`config.mk`:
```
export PLATFORM = sky130hd
export DESIGN_NAME = plmc_top
export DESIGN_NICKNAME = d
export VERILOG_FILES = /design/src/verilog/plmc_pkg.sv /design/src/verilog/plmc_idle_err.sv /design/src/verilog/plmc_top.sv
export VERILOG_INCLUDE_DIRS = /design/src /design/src/verilog
export SDC_FILE = /design/constraint.sdc
export NUM_CORES = 1
export LEC_CHECK = 0
export BUFFER_PORTS_ARGS = -buffer_cell sky130_fd_sc_hd__clkbuf_2
export CORE_AREA = 4 4 104 86
export DETAILED_ROUTE_END_ITERATION = 7
export DIE_AREA = 0 0 108 90
export GPL_TIMING_DRIVEN = 0
export PLACE_DENSITY = 0.83
export SYNTH_ARGS = -nofsm -noshare
export SYNTH_HDL_FRONTEND = slang
export SYNTH_HIERARCHICAL = 1
export SYNTH_SLANG_ARGS = --single-unit
```
`constraint.sdc`:
```
create_clock -name core_clk -period 6.04 [get_ports core_clk]
set_clock_uncertainty 0.15 [all_clocks]
set_input_delay 0.604 -clock core_clk [delete_from_list [all_inputs] [get_ports core_clk]]
set_output_delay 0.604 -clock core_clk [all_outputs]
set_load 0.01 [all_outputs]
```
`src/verilog/plmc_regs.svh`:
```
// register offsets, field positions and reset values of the link mode control bank
// Behaviour
// RULE_01: speed-optimize field picks 7, 5, 4 or 3 failed attempts; resets 00.
// RULE_02: link-break threshold picks idle error rate 1e-8 to 1e-11; resets 10.
// RULE_03: link-break threshold acts only while its enable bit is set.
// RULE_04: power-optimization disable bit at 0 keeps automatic power optimization on.
// RULE_05: writing 1 to logic reset pulses a synchronous logic reset, registers untouched.
// RULE_06: the logic reset bit never clears itself.
// RULE_07: energy-detect short bit selects short detection mode; resets 0.
// RULE_08: fast test bit at 1 enters 10BASE-T fast test mode.
// RULE_09: energy-detect power-down happens only with its enable set; resets 0.
// RULE_10: mode bit decides whether link pulses go out during power-down.
// RULE_11: speed optimizer runs only with its enable bit set; resets 0.
// RULE_12: next pages allowed only with next-page enable set; resets 1.
// RULE_13: auto crossover disable at 1 uses manual pair selection.
// RULE_14: automatic next page disable sends next pages only if advertised.
// RULE_15: read-only energy status reports line energy; hardware reset sets it.
// RULE_16: software reset clears energy status, flagging a change if it was set.
// RULE_17: software should clear the energy change flag after any reset.
// RULE_18: semi crossover enable bit switches semi crossover; resets 0.
// RULE_19: a saturating count of idle errors feeds the link-break rate check; the code's rate check uses its own idle window and error flag, not the count.
// RULE_20: manual pair bits choose straight at 0, crossed at 1.
// RULE_21: reserved bits read zero and ignore writes.
`ifndef PLMC_REGS_SVH
`define PLMC_REGS_SVH
`define PLMC_LTC_IDX 5'h10
`define PLMC_FMC_IDX 5'h11
`define PLMC_LTC_SO_LSB 8
`define PLMC_LTC_LB_LSB 4
`define PLMC_LTC_LB_EN 3
`define PLMC_LTC_POD 2
`define PLMC_LTC_LOGIC_RESET_BIT 0
`define PLMC_FMC_EDS 15
`define PLMC_FMC_FTT 14
`define PLMC_FMC_EDPD 13
`define PLMC_FMC_NLP 12
`define PLMC_FMC_SO_EN 7
`define PLMC_FMC_NP_EN 6
`define PLMC_FMC_MDIX_DIS 5
`define PLMC_FMC_ANP_DIS 4
`define PLMC_FMC_ENERGY 1
`define PLMC_FMC_SEMI 0
`define PLMC_SO_RST 2'h0
`define PLMC_LB_RST 2'h2
`define PLMC_NP_RST 1'h1
`define PLMC_WIN_E8 37'h0_05F5_E100
`define PLMC_WIN_E9 37'h0_3B9A_CA00
`define PLMC_WIN_E10 37'h2_540B_E400
`define PLMC_WIN_E11 37'h17_4876_E800
`endif

```
`src/verilog/plmc_pkg.sv`:
```
// types shared by the link mode control bank
package plmc_pkg;
	typedef logic [15:0] plmc_word_t;
	typedef logic [36:0] plmc_win_t;
	typedef enum logic [1:0] {
		PLMC_LB_E8,
		PLMC_LB_E9,
		PLMC_LB_E10,
		PLMC_LB_E11
	} plmc_lb_thresh_t;
	typedef enum logic {
		PLMC_SO_FULL,
		PLMC_SO_REDUCED
	} plmc_so_state_t;
endpackage : plmc_pkg

```
`src/verilog/plmc_idle_err.sv`:
```
// idle error counter and link-break rate check
`timescale 1ns/1ns
`default_nettype none
`include "plmc_regs.svh"
module plmc_idle_err #(
	parameter plmc_pkg::plmc_win_t WIN_E8 = `PLMC_WIN_E8,
	parameter plmc_pkg::plmc_win_t WIN_E9 = `PLMC_WIN_E9,
	parameter plmc_pkg::plmc_win_t WIN_E10 = `PLMC_WIN_E10,
	parameter plmc_pkg::plmc_win_t WIN_E11 = `PLMC_WIN_E11
) (
	input wire logic core_clk,
	input wire logic rst_n,
	input wire logic clr,
	input wire logic idle_symbol,
	input wire logic idle_err,
	input wire plmc_pkg::plmc_lb_thresh_t thresh,
	input wire logic lb_en,
	output logic [7:0] count,
	output logic link_fail
);
	import plmc_pkg::*;

	plmc_win_t win_cnt;
	plmc_win_t win_len;
	logic win_err;

	always_comb begin
		unique case (thresh)
			PLMC_LB_E8: win_len = WIN_E8;
			PLMC_LB_E9: win_len = WIN_E9;
			PLMC_LB_E10: win_len = WIN_E10;
			PLMC_LB_E11: win_len = WIN_E11;
		endcase
	end

	// RULE_19 saturating idle count
	always_ff @(posedge core_clk) begin
		if (!rst_n || clr) begin
			count <= 8'h00;
		end else if (idle_err && count != 8'hFF) begin
			count <= count + 8'h01;
		end
	end

	// RULE_02 rate window check
	always_ff @(posedge core_clk) begin
		if (!rst_n || clr) begin
			win_cnt <= '0;
			win_err <= 1'b0;
		end else if (idle_symbol && win_cnt >= win_len - 37'h1) begin
			win_cnt <= '0;
			win_err <= 1'b0;
		end else begin
			if (idle_symbol) begin
				win_cnt <= win_cnt + 37'h1;
			end
			if (idle_err) begin
				win_err <= 1'b1;
			end
		end
	end

	// RULE_03 gated link break
	always_ff @(posedge core_clk) begin
		if (!rst_n || clr) begin
			link_fail <= 1'b0;
		end else begin
			link_fail <= lb_en && idle_err && win_err;
		end
	end
endmodule : plmc_idle_err
`default_nettype wire

```
`src/verilog/plmc_top.sv`:
```
// link tuning and 10/100 mode control register bank
`timescale 1ns/1ns
`default_nettype none
`include "plmc_regs.svh"
module plmc_top #(
	parameter plmc_pkg::plmc_win_t WIN_E8 = `PLMC_WIN_E8,
	parameter plmc_pkg::plmc_win_t WIN_E9 = `PLMC_WIN_E9,
	parameter plmc_pkg::plmc_win_t WIN_E10 = `PLMC_WIN_E10,
	parameter plmc_pkg::plmc_win_t WIN_E11 = `PLMC_WIN_E11
) (
	input wire logic core_clk,
	input wire logic rst_n,
	input wire logic sw_reset,
	input wire logic [4:0] reg_addr,
	input wire plmc_pkg::plmc_word_t reg_wdata,
	input wire logic reg_wr,
	input wire logic reg_rd,
	output plmc_pkg::plmc_word_t reg_rdata,
	input wire logic energy_sense,
	input wire logic an_attempt_fail,
	input wire logic an_link_up,
	input wire logic idle_symbol,
	input wire logic idle_err,
	input wire logic idle_cnt_clear,
	input wire logic [1:0] auto_pair_crossed,
	input wire logic [1:0] manual_pair_crossed,
	input wire logic adv_next_page,
	output logic energy_detect_short,
	output logic tenbase_fast_test_mode,
	output logic edpd_active,
	output logic edpd_nlp_tx,
	output logic power_opt_en,
	output logic logic_reset_pulse,
	output logic speed_downshift,
	output logic speed_reduced,
	output logic link_break_fail,
	output logic [7:0] idle_err_count,
	output logic next_page_allowed,
	output logic next_page_exchange,
	output logic [1:0] pair_crossed,
	output logic semi_xover_en,
	output logic energy_present_status,
	output logic energy_change_irq_flag
);
	import plmc_pkg::*;

	logic [1:0] so_ctrl;
	plmc_lb_thresh_t lb_thresh;
	logic lb_en;
	logic pwr_opt_dis;
	logic logic_reset_bit;
	logic energy_detect_short_bit;
	logic tenbase_fast_test_bit;
	logic energy_power_down_enable;
	logic edpd_nlp_sel;
	logic so_en;
	logic np_en;
	logic mdix_dis;
	logic auto_np_dis;
	logic semi_bit;
	logic energy_s1;
	logic energy_s2;
	logic [2:0] fail_cnt;
	plmc_so_state_t so_state;
	logic wr_ltc;
	logic wr_fmc;
	logic idle_clr;

	function automatic logic [2:0] so_limit(input logic [1:0] code);
		unique case (code)
			2'h0: so_limit = 3'h7;
			2'h1: so_limit = 3'h5;
			2'h2: so_limit = 3'h4;
			2'h3: so_limit = 3'h3;
		endcase
	endfunction : so_limit

	function automatic logic hit(input logic [4:0] addr, input logic [4:0] idx);
		hit = (addr == idx);
	endfunction : hit

	assign wr_ltc = reg_wr && hit(reg_addr, `PLMC_LTC_IDX);
	assign wr_fmc = reg_wr && hit(reg_addr, `PLMC_FMC_IDX);
	assign idle_clr = sw_reset || logic_reset_pulse || idle_cnt_clear;

	// RULE_01 RULE_02 RULE_04 tuning fields
	always_ff @(posedge core_clk) begin
		if (!rst_n) begin
			so_ctrl <= `PLMC_SO_RST;
			lb_thresh <= plmc_lb_thresh_t'(`PLMC_LB_RST);
			lb_en <= 1'b0;
			pwr_opt_dis <= 1'b0;
		end else if (wr_ltc) begin
			so_ctrl <= reg_wdata[`PLMC_LTC_SO_LSB +: 2];
			lb_thresh <= plmc_lb_thresh_t'(reg_wdata[`PLMC_LTC_LB_LSB +: 2]);
			lb_en <= reg_wdata[`PLMC_LTC_LB_EN];
			pwr_opt_dis <= reg_wdata[`PLMC_LTC_POD];
		end
	end

	// RULE_05 RULE_06 held logic reset bit
	always_ff @(posedge core_clk) begin
		if (!rst_n) begin
			logic_reset_bit <= 1'b0;
			logic_reset_pulse <= 1'b0;
		end else begin
			if (wr_ltc) begin
				logic_reset_bit <= reg_wdata[`PLMC_LTC_LOGIC_RESET_BIT];
			end
			logic_reset_pulse <= wr_ltc && reg_wdata[`PLMC_LTC_LOGIC_RESET_BIT];
		end
	end

	// RULE_07 RULE_08 RULE_09 RULE_10 RULE_12 RULE_18 mode fields
	always_ff @(posedge core_clk) begin
		if (!rst_n) begin
			energy_detect_short_bit <= 1'b0;
			tenbase_fast_test_bit <= 1'b0;
			energy_power_down_enable <= 1'b0;
			edpd_nlp_sel <= 1'b0;
			so_en <= 1'b0;
			np_en <= `PLMC_NP_RST;
			mdix_dis <= 1'b0;
			auto_np_dis <= 1'b0;
			semi_bit <= 1'b0;
		end else if (wr_fmc) begin
			energy_detect_short_bit <= reg_wdata[`PLMC_FMC_EDS];
			tenbase_fast_test_bit <= reg_wdata[`PLMC_FMC_FTT];
			energy_power_down_enable <= reg_wdata[`PLMC_FMC_EDPD];
			edpd_nlp_sel <= reg_wdata[`PLMC_FMC_NLP];
			so_en <= reg_wdata[`PLMC_FMC_SO_EN];
			np_en <= reg_wdata[`PLMC_FMC_NP_EN];
			mdix_dis <= reg_wdata[`PLMC_FMC_MDIX_DIS];
			auto_np_dis <= reg_wdata[`PLMC_FMC_ANP_DIS];
			semi_bit <= reg_wdata[`PLMC_FMC_SEMI];
		end
	end

	// line energy pin synchroniser, reset to the status reset level
	always_ff @(posedge core_clk) begin
		if (!rst_n) begin
			energy_s1 <= 1'b1;
			energy_s2 <= 1'b1;
		end else begin
			energy_s1 <= energy_sense;
			energy_s2 <= energy_s1;
		end
	end

	// RULE_15 RULE_16 energy status and change flag
	always_ff @(posedge core_clk) begin
		if (!rst_n) begin
			energy_present_status <= 1'b1;
			energy_change_irq_flag <= 1'b0;
		end else if (sw_reset) begin
			energy_present_status <= 1'b0;
			energy_change_irq_flag <= energy_present_status;
		end else begin
			energy_present_status <= energy_s2;
			energy_change_irq_flag <= energy_s2 != energy_present_status;
		end
	end

	// RULE_01 RULE_11 speed optimizer
	always_ff @(posedge core_clk) begin
		if (!rst_n || sw_reset || logic_reset_pulse) begin
			fail_cnt <= 3'h0;
			so_state <= PLMC_SO_FULL;
			speed_downshift <= 1'b0;
		end else begin
			speed_downshift <= 1'b0;
			unique case (so_state)
				PLMC_SO_FULL: begin
					if (an_link_up || !so_en) begin
						fail_cnt <= 3'h0;
					end else if (an_attempt_fail) begin
						if (fail_cnt + 3'h1 == so_limit(so_ctrl)) begin
							fail_cnt <= 3'h0;
							speed_downshift <= 1'b1;
							so_state <= PLMC_SO_REDUCED;
						end else begin
							fail_cnt <= fail_cnt + 3'h1;
						end
					end
				end
				PLMC_SO_REDUCED: begin
					fail_cnt <= 3'h0;
					if (!so_en) begin
						so_state <= PLMC_SO_FULL;
					end
				end
			endcase
		end
	end

	plmc_idle_err #(
		.WIN_E8(WIN_E8),
		.WIN_E9(WIN_E9),
		.WIN_E10(WIN_E10),
		.WIN_E11(WIN_E11)
	) u_idle_err (
		.core_clk(core_clk),
		.rst_n(rst_n),
		.clr(idle_clr),
		.idle_symbol(idle_symbol),
		.idle_err(idle_err),
		.thresh(lb_thresh),
		.lb_en(lb_en),
		.count(idle_err_count),
		.link_fail(link_break_fail)
	);

	// RULE_04 RULE_07 RULE_08 RULE_09 RULE_10 RULE_12 RULE_13 RULE_14 RULE_18 RULE_20 mode outputs
	always_ff @(posedge core_clk) begin
		if (!rst_n) begin
			energy_detect_short <= 1'b0;
			tenbase_fast_test_mode <= 1'b0;
			edpd_active <= 1'b0;
			edpd_nlp_tx <= 1'b0;
			power_opt_en <= 1'b1;
			next_page_allowed <= 1'b1;
			next_page_exchange <= 1'b1;
			pair_crossed <= 2'h0;
			semi_xover_en <= 1'b0;
			speed_reduced <= 1'b0;
		end else begin
			energy_detect_short <= energy_detect_short_bit;
			tenbase_fast_test_mode <= tenbase_fast_test_bit;
			edpd_active <= energy_power_down_enable && !energy_present_status;
			edpd_nlp_tx <= energy_power_down_enable && !energy_present_status && edpd_nlp_sel;
			power_opt_en <= !pwr_opt_dis;
			next_page_allowed <= np_en;
			next_page_exchange <= np_en && (!auto_np_dis || adv_next_page);
			pair_crossed <= mdix_dis ? manual_pair_crossed : auto_pair_crossed;
			semi_xover_en <= semi_bit;
			speed_reduced <= so_state == PLMC_SO_REDUCED;
		end
	end

	// RULE_21 read path, reserved bits zero
	always_ff @(posedge core_clk) begin
		if (!rst_n || !reg_rd) begin
			reg_rdata <= 16'h0000;
		end else if (hit(reg_addr, `PLMC_LTC_IDX)) begin
			reg_rdata <= {6'h00, so_ctrl, 2'h0, lb_thresh, lb_en, pwr_opt_dis, 1'b0,
				logic_reset_bit};
		end else if (hit(reg_addr, `PLMC_FMC_IDX)) begin
			reg_rdata <= {energy_detect_short_bit, tenbase_fast_test_bit,
				energy_power_down_enable, edpd_nlp_sel, 4'h0, so_en, np_en, mdix_dis,
				auto_np_dis, 2'h0, energy_present_status, semi_bit};
		end else begin
			reg_rdata <= 16'h0000;
		end
	end
endmodule : plmc_top
`default_nettype wire
```
After elaboration in Yosys (flattened, before gate mapping). Index checks and enable logic that the tools add are counted.

Logic and storage cells: 108. Input bits: 37. Output and inout port bits: 40. Register bits: 100.

Mux-type cells: 20. Bitwise operators: 2. $lt $le $gt $ge: 1. Reductions and logical operators: 30. $add $sub $neg: 4. Eq/ne operators: 12.

Operator list (count): case mux 37 bit (4 select lines) (1); adder 37 x 1 -> 37 bit, second input constant (1); greater-or-equal comparator 37 bit (1); subtractor 37 x 1 -> 37 bit, second input constant (1); two-way mux 3 bit (7); case mux 3 bit (4 select lines) (1); == test 5 bit, second input constant (2); logical AND 1 bit (10); two-way mux 10 bit (1); adder 8 x 1 -> 8 bit, second input constant (1); == test 2 bit, second input constant (4); logical OR 1 bit (8); two-way mux 8 bit (1); != test 8 bit, second input constant (1); zero test 1 bit (6); two-way mux 1 bit (6); case mux 3 bit (2 select lines) (1); OR reduction 2 bit (3); == test 2 x 1 -> 1 bit, second input constant (2); zero test 2 bit (2); adder 3 x 1 -> 3 bit, second input constant (1); == test 3 bit (1); != test 3 bit, second input constant (1); OR reduction 3 bit (1); 4 further kinds (5).

Longest topological paths before layout. Gate-level depths: netlist of the first run.

Depth in word-level cells: 11. Mapped depth: 13. Depth with buffers taken out: 11.

Cells and area by module. The synthesis of the first run kept the hierarchy.

Modules (own cells, without submodules): plmc_idle_err (area each 2782.7 um^2, instances 1, cells each 326, seq. area each 940.9 um^2); plmc_top (area each 1891.8 um^2, instances 1, cells each 189, seq. area each 1021.0 um^2).

Least setup slack after synthesis of the first run. No wires, ideal clock.

Path kind: flip-flop to flip-flop. Start point: reg lb_thresh[1]. End point: reg u_idle_err.win_cnt[29]. Setup time: 0.118 ns. Arrival: 2.610 ns. Path slack: 3.162 ns. Required time: 5.772 ns. Period minus slack after synthesis: 2.878 ns. Buffers on the path: 2. Stages on the path, launching flop included: 13. Cell sequence: dfxtp_1 -> inv_1 -> ha_1 -> nand2_1 -> nor2_1 -> ha_1 -> a32oi_1 -> or4_1 -> a21oi_1 -> o31a_1 -> clkbuf_1 -> buf_2 -> nor2_1.

Cells in the longest elaborated chain, start to end: 6. Elaborated cells on any way between the ends: 9. Those cells by class: 1 x add/sub; 1 x order compare; 3 x eq/ne; 1 x mux; 3 x reduce/logical.

RTL lines: start: declaration (RTL line plmc_top.sv:48) `plmc_lb_thresh_t lb_thresh;`; start signal: assignment (RTL line plmc_top.sv:90) `` lb_thresh <= plmc_lb_thresh_t'(`PLMC_LB_RST); ``; start signal: assignment (RTL line plmc_top.sv:95) `` lb_thresh <= plmc_lb_thresh_t'(reg_wdata[`PLMC_LTC_LB_LSB +: 2]); ``; == test 2 bit (tied with other cells) (RTL line plmc_idle_err.sv:28) `unique case (thresh)`; case mux 37 bit (4 select lines) * (RTL line plmc_idle_err.sv:28); subtractor 37 x 1 -> 37 bit * (RTL line plmc_idle_err.sv:50) `end else if (idle_symbol && win_cnt >= win_len - 37'h1) begin`; greater-or-equal comparator 37 bit * (RTL line plmc_idle_err.sv:50); logical AND 1 bit * (RTL line plmc_idle_err.sv:50); OR reduction 2 bit (no source line) *; end signal: assignment (RTL line plmc_idle_err.sv:55) `win_cnt <= win_cnt + 37'h1;`; end: declaration (RTL line plmc_idle_err.sv:23) `plmc_win_t win_cnt;`.

Mark *: on every way between the ends. The rest lies on a longest branch, timed or not. The select of a mux whose other input is x is not followed. A chain may end at the register's enable or synchronous reset.

Worst setup path after layout of the first run.
Start point: reg lb_thresh[1]. End point: reg u_idle_err.win_cnt[7].

Same word-level chain as after synthesis.

==> qor.yml, run 1 <==
run_status:
  run_status: "finished clean"
detailed_routing:
  drc_errors: 0
  drtAntennaViolNets: 0
  wl_um: 10400
  drtIter0Drc: 361
  wl_per_cell_um: 14.66
  avgViaCountPerCell: 5.530
  num_vias: 3921
  drtPass1Iterations: 6
finish:
  layout.cells.non_filler: 709
  fill_cells: 623
  multi_input_area_um2: 2567
  nets: 671
  area_growth_pct: 14.53
  drive_gt1_frac: 0.1797
  diodes: 0
  seqCellArea_um2: 1962
  final_core_util: 0.6800
sta:
  slew_headroom: 0.1607
  maxSlewViolCount: 0
  rsz0062_at_grt: "false"
  period_needed_ns: 3.697
  final_hold_viol_count: 0
  tightest_slew_ns: 1.247
  post-route-period-util: 0.6121
  fmax_mhz: 270.5
  fin_setup_tns_ns: 0
  setup_viol: 0
floorplanning:
  start_util: 0.5937
  die_width_um: 108
  top_level_ports: 77
  die_h_um: 90
  core_um2: 7874
  core.rowCount: 29
  dieArea_um2: 9720
global_route:
  grt_pass1_vias: 3763
  grt_overflow_total: 0
  track_usage: 0.2195
  antenna_found_initial: 0
  grt_max_degree: 20
  grt_pass1_wl_um: 17380
clock_tree:
  cts_tree: "yes"
  clock_latency_ns: 0.37
  ctsLongestPathBuffers: 2
  post_cts_resized: 0
  holdBufCountCts: 0
  clock_sinks: 98
  clockRootBuffer: "clkbuf_8"
  clk_pin_slew_ns: 0.10
  post_cts_buffers: 0
  cts_buffers: 9
  cts-htree-levels: 3
place:
  post-place-cells: 693
  io_buffers: 69
  hpwl_um: 7922
  place_congestion: 0.9066
yosys:
  synth_edf_count: 0
  synth_seq_area_share: 0.4197
  ys_types: 56
  syn_area_um2: 4674
  avgSynthCellArea_um2: 9.077
  synth-async-reset-ratio: 0
  synth_cells: 515
  synth_flop_cell: "dfxtp_1"
  yosysWarnings: 6
  synth.ff_latch_count: 98
setup_path:
  cp.arrival_ns: 3.80
  crit_fanout: 10
  endpoint_kind: "flip-flop"
  required_ns: 6.14
  start_kind: "flip-flop"
  critPathKind: "flip-flop to flip-flop"
  reg2regPathDepth: 12
power:
  peakVddDrop_uv: 125.1
  p_leak_nw: 2.155
  p_per_area_nw_per_um2: 208.6
job:
  drv_cap: 0
worst_hold_path:
  whs_path_depth: 1
  hold_class: "flip-flop to flip-flop"
-- worst paths after layout --
kind                                   start                    end  slack, ns
worst max-delay path            lb_thresh[1]  u_idle_err/win_cnt[7]       2.34
worst min register to register   pwr_opt_dis           power_opt_en       0.26
worst min-delay path             pwr_opt_dis           power_opt_en       0.26
worst max register to register  lb_thresh[1]  u_idle_err/win_cnt[7]       2.34
-- sequential cells by signal (all words and copies together), names as in the netlist, 2 cells and up --
| register | flops |
|---|---|
| u_idle_err/win_cnt | 37 |
| reg_rdata | 14 |
| u_idle_err/count | 8 |
| fail_cnt | 3 |
| lb_thresh | 2 |
| pair_crossed | 2 |
| so_ctrl | 2 |
-- cell families (layout without fill, tap and decap cells) --
family / after synthesis / after routing / synth area share
multiplexers: 6 / 6 / 0.01285
other: 2 / 3 / 0.001607
AO/OA/AOI/OAI: 70 / 70 / 0.09824
flip-flops: 98 / 98 / 0.4197
AND/OR/NAND/NOR: 222 / 222 / 0.2484
XOR/XNOR: 44 / 44 / 0.08565
adder cells (fa/ha/maj): 38 / 38 / 0.1017
buffers and inverters: 35 / 120 / 0.03185
-- layout make-up --
cell class | instances | area share
tap | 108 | 0.02524
sequential | 98 | 0.3664
buffer | 20 | 0.01729
clock buffer | 9 | 0.02314
timing repair buffer | 69 | 0.06450
inverter | 15 | 0.01052
clock inverter | 7 | 0.01332
multi-input combinational | 383 | 0.4796
-- layout by cell type, fill, tap and decap left out, types with 2 or more instances in the layout --
cell,count
nand2b_1,5
or3_1,4
o31a_1,2
and4_1,3
nor4_1,3
o21ai_0,23
nand3_1,40
nor3b_1,2
o21a_1,4
a211o_1,3
buf_2,8
and3_1,14
or4_1,3
dfxtp_1,98
xnor2_1,19
nor3_1,8
a21boi_0,14
inv_8,2
clkbuf_2,69
clkbuf_1,10
clkinvlp_4,2
nand4b_1,3
a31o_2,2
a21oi_1,9
or2_2,3
and2_1,9
nor2b_1,4
nor2_1,66
nor3_2,2
clkbuf_8,9
nand4_1,16
nor2_2,2
xor2_1,24
nand2_1,27
inv_1,15
mux2i_1,6
buf_4,2
conb_1,3
a211oi_1,2
ha_1,38
-- report_power, final --
group | total [mW] | switching, mW | internal [mW]
Combinational | 0.0564 | 0.0337 | 0.0228
Clock | 0.407 | 0.246 | 0.161
Sequential | 0.653 | 0.00288 | 0.650
-- per-stage QoR --
step / area, um^2 / setup slack (ns) / hold WS (ns) / total power [mW]
global placement: 5159 / 2.541 / 0.2300 / 0.7215
detailed placement: 5159 / 2.450 / 0.2330 / 0.7235
finish: 5354 / 2.343 / 0.2590 / 1.117
CTS: 5354 / 2.370 / 0.2579 / 1.128
floorplan: 4678 / 3.162 / 0.2129 / 0.6987
global route: 5354 / 2.016 / 0.2601 / 1.162
-- synthesized netlist by cell type, types with 8 or more instances --
library cell / n / area (um^2)
a21boi_0: 14 / 105.1
clkbuf_1: 10 / 37.54
o21ai_0: 23 / 115.1
a21oi_1: 9 / 45.04
nand3_1: 40 / 200.2
xor2_1: 24 / 210.2
and3_1: 14 / 87.58
nor2_1: 66 / 247.7
dfxtp_1: 98 / 1962
nor3_1: 8 / 40.04
and2_1: 9 / 56.30
buf_2: 8 / 40.04
nand2_1: 27 / 101.4
xnor2_1: 19 / 166.4
inv_1: 15 / 56.30
ha_1: 38 / 475.5
nand4_1: 16 / 100.1
-- worst max-delay path, stage by stage (launching register included) --
cell and delay, ns:
dfxtp_1 0.56, inv_1 0.26, ha_1 0.45, inv_1 0.10, ha_1 0.32, nand4_1 0.14, nor4_1 0.37, nand2_1 0.12
a21oi_1 0.23, o31a_1 0.15, clkbuf_1 0.34, buf_2 0.31, nor2_1 0.09
-- routing by layer --
metal	vias up	track usage	wire, um	share of wire
met4	0	0.05994	123	0.012
li1	1951	-	-	-
met5	-	0	0	0
met1	1826	0.2923	4732	0.46
met3	15	0.05301	587	0.056
met2	129	0.3546	4952	0.48
Note: power is estimated with default switching activity, not from simulation.
==> run 2, diff against run 1 <==
CORE_AREA = 4 4 113 93   (was 4 4 104 86)
DIE_AREA = 0 0 117 97   (was 0 0 108 90)
PLACE_DENSITY = 0.75   (was 0.83)
clock period = 3.1 ns   (was 6.04 ns; I/O delays follow)
==> run 2 against run 1 <==
Net effect: non-clock buffer count rose by 4; total power increased by 120%; routed wire length up 7.4%; worst hold slack lost 0.22 ns; count of clock-buffer cells in the layout unchanged; via count up 1.4%; critical endpoint is now u_idle_err/win_cnt[29]; largest power group unchanged.
==> qor.yml, run 2 (synthesis results as in run 1) <==
setup_path:
  critPathKind: "flip-flop to flip-flop"
  start_kind: "flip-flop"
  endpoint_kind: "flip-flop"
  cp.arrival_ns: 3.02
  crit_fanout: 10
  required_ns: 3.18
sta:
  period_needed_ns: 2.940
  fmax_mhz: 340.1
  rsz0062_at_grt: "false"
  post-route-period-util: 0.9484
  maxSlewViolCount: 0
  setup_viol: 0
  slew_headroom: 0.08282
  tightest_slew_ns: 1.363
  fin_setup_tns_ns: 0
  final_hold_viol_count: 0
detailed_routing:
  wl_per_cell_um: 15.42
  avgViaCountPerCell: 5.493
  num_vias: 3977
  drtPass1Iterations: 4
  wl_um: 11160
  drc_errors: 0
  drtIter0Drc: 239
  drtAntennaViolNets: 0
floorplanning:
  core.rowCount: 32
  die_width_um: 117
  die_h_um: 97
  dieArea_um2: 11350
  start_util: 0.4947
  top_level_ports: 77
  core_um2: 9449
place:
  io_buffers: 69
  place_congestion: 0.8977
  hpwl_um: 8473
  placed_cell_area_um2: 5172
  post-place-cells: 704
finish:
  area_growth_pct: 18.60
  final_core_util: 0.5867
  layout_common_cells: "96 x dfxtp_1, 69 x clkbuf_2, 66 x nor2_1"
  reg_top3: "u_idle_err/win_cnt x37, reg_rdata x14, u_idle_err/count x8"
  multi_input_area_um2: 2577
  largest_register: "u_idle_err/win_cnt"
  layout.cells.non_filler: 724
  seqCellArea_um2: 1967
  fill_cells: 814
  largest_register_ffs: 37
  drive_gt1_frac: 0.1934
  final_cell_area_um2: 5544
  mostFrequentLayoutCell: "dfxtp_1"
  nets: 675
  diodes: 0
worst_hold_path:
  hold_class: "input pin to flip-flop"
clock_tree:
  clockRootBuffer: "clkbuf_16"
  cts-htree-levels: 3
  clk_pin_slew_ns: 0.07
  ctsLongestPathBuffers: 2
  cts_tree: "yes"
  cts_buffers: 9
  clock_latency_ns: 0.34
  clock_sinks: 98
power:
  p_leak_nw: 2.227
  peakVddDrop_uv: 360.4
  p_per_area_nw_per_um2: 446.9
  switching_share: 0.2399
  pwr-share-seq: 0.513
  combPwrFrac: 0.048
  clockPowerShare: 0.439
  p_int_mw: 1.884
  power_switching_mw: 0.5943
run_status:
  run_status: "finished clean"
global_route:
  grt_max_degree: 20
  grt_pass1_vias: 4004
  antenna_found_initial: 0
  track_usage: 0.2049
  grt_overflow_total: 0
  grt_pass1_wl_um: 18850
job:
  drv_cap: 0
-- run 2: cell types whose count changed in the layout (fill, tap and decap cells not counted), moves of 2 or more --
| cell | delta |
|---|---|
| buf_4 | +4 |
| dfxtp_1 | -2 |
| buf_6 | +3 |
| clkbuf_16 | +9 |
| buf_2 | -3 |
| clkbuf_8 | -9 |
-- run 2: repair_timing --
item                                    4_1_cts  5_1_grt
endpoints found under the setup margin       38       35
pin swaps                                     1        2
endpoints found under the hold margin         1        0
hold buffers                                  1        0
resized for setup                             7        6
gates cloned                                  0        0
setup buffers                                 3        1
-- run 2: metal layers --
| layer | GRT usage | routed length (um) |
|---|---|---|
| met5 | 0 | 0 |
| met1 | 0.2835 | 5138 |
| met3 | 0.04565 | 691 |
| met2 | 0.3196 | 5192 |
| met4 | 0.05732 | 140 |
-- run 2: path summary, 6_finish.rpt --
| kind | to | cells past startpoint | slack [ns] | startpoint |
|---|---|---|---|---|
| max reg2reg | u_idle_err/win_cnt[29] | 12 | 0.16 | lb_thresh[1] |
| min reg2reg | energy_s2 | 1 | 0.26 | energy_s1 |
| max | u_idle_err/win_cnt[29] | 12 | 0.16 | lb_thresh[1] |
| min | so_state | 2 | 0.04 | an_link_up |
-- run 2: power groups by stage --
stage / clock network, mW / registers (mW) / logic, mW
after floorplan: 0 / 1.30 / 0.0591
after global placement: 0 / 1.30 / 0.108
after detailed placement: 0 / 1.30 / 0.111
after CTS: 1.11 / 1.27 / 0.116
after global routing: 1.16 / 1.27 / 0.132
final: 1.09 / 1.27 / 0.120
-- run 2: metrics by stage --
step                worst slack (ns)  power (mW)  hold WS (ns)
floorplan                     0.2219       1.361        0.2129
global placement             -0.4122       1.409        0.2319
detailed placement           -0.5382       1.413        0.2481
CTS                         0.009898       2.497       0.01928
global route                0.006316       2.570       0.03320
finish                        0.1599       2.478       0.03893
-- run 2: cell type report --
type                       instances  share of cell area
multi-input combinational        383              0.4649
sequential                        98              0.3548
timing repair buffer              74             0.06951
clock buffer                       9             0.04062
tap                              119             0.02686
buffer                            19             0.01941
clock inverter                     7             0.01309
inverter                          15             0.01083
-- run 2: critical path, cell delays in order, from the launching register on --
cell and delay [ns]:
dfxtp_4 0.43, clkinvlp_4 0.17, ha_1 0.23, nand2_1 0.07, nor2_1 0.04, ha_1 0.34, a32oi_1 0.11, or4_1 0.55
a21oi_2 0.22, o31a_1 0.14, buf_4 0.15, buf_6 0.15, nor2_1 0.05
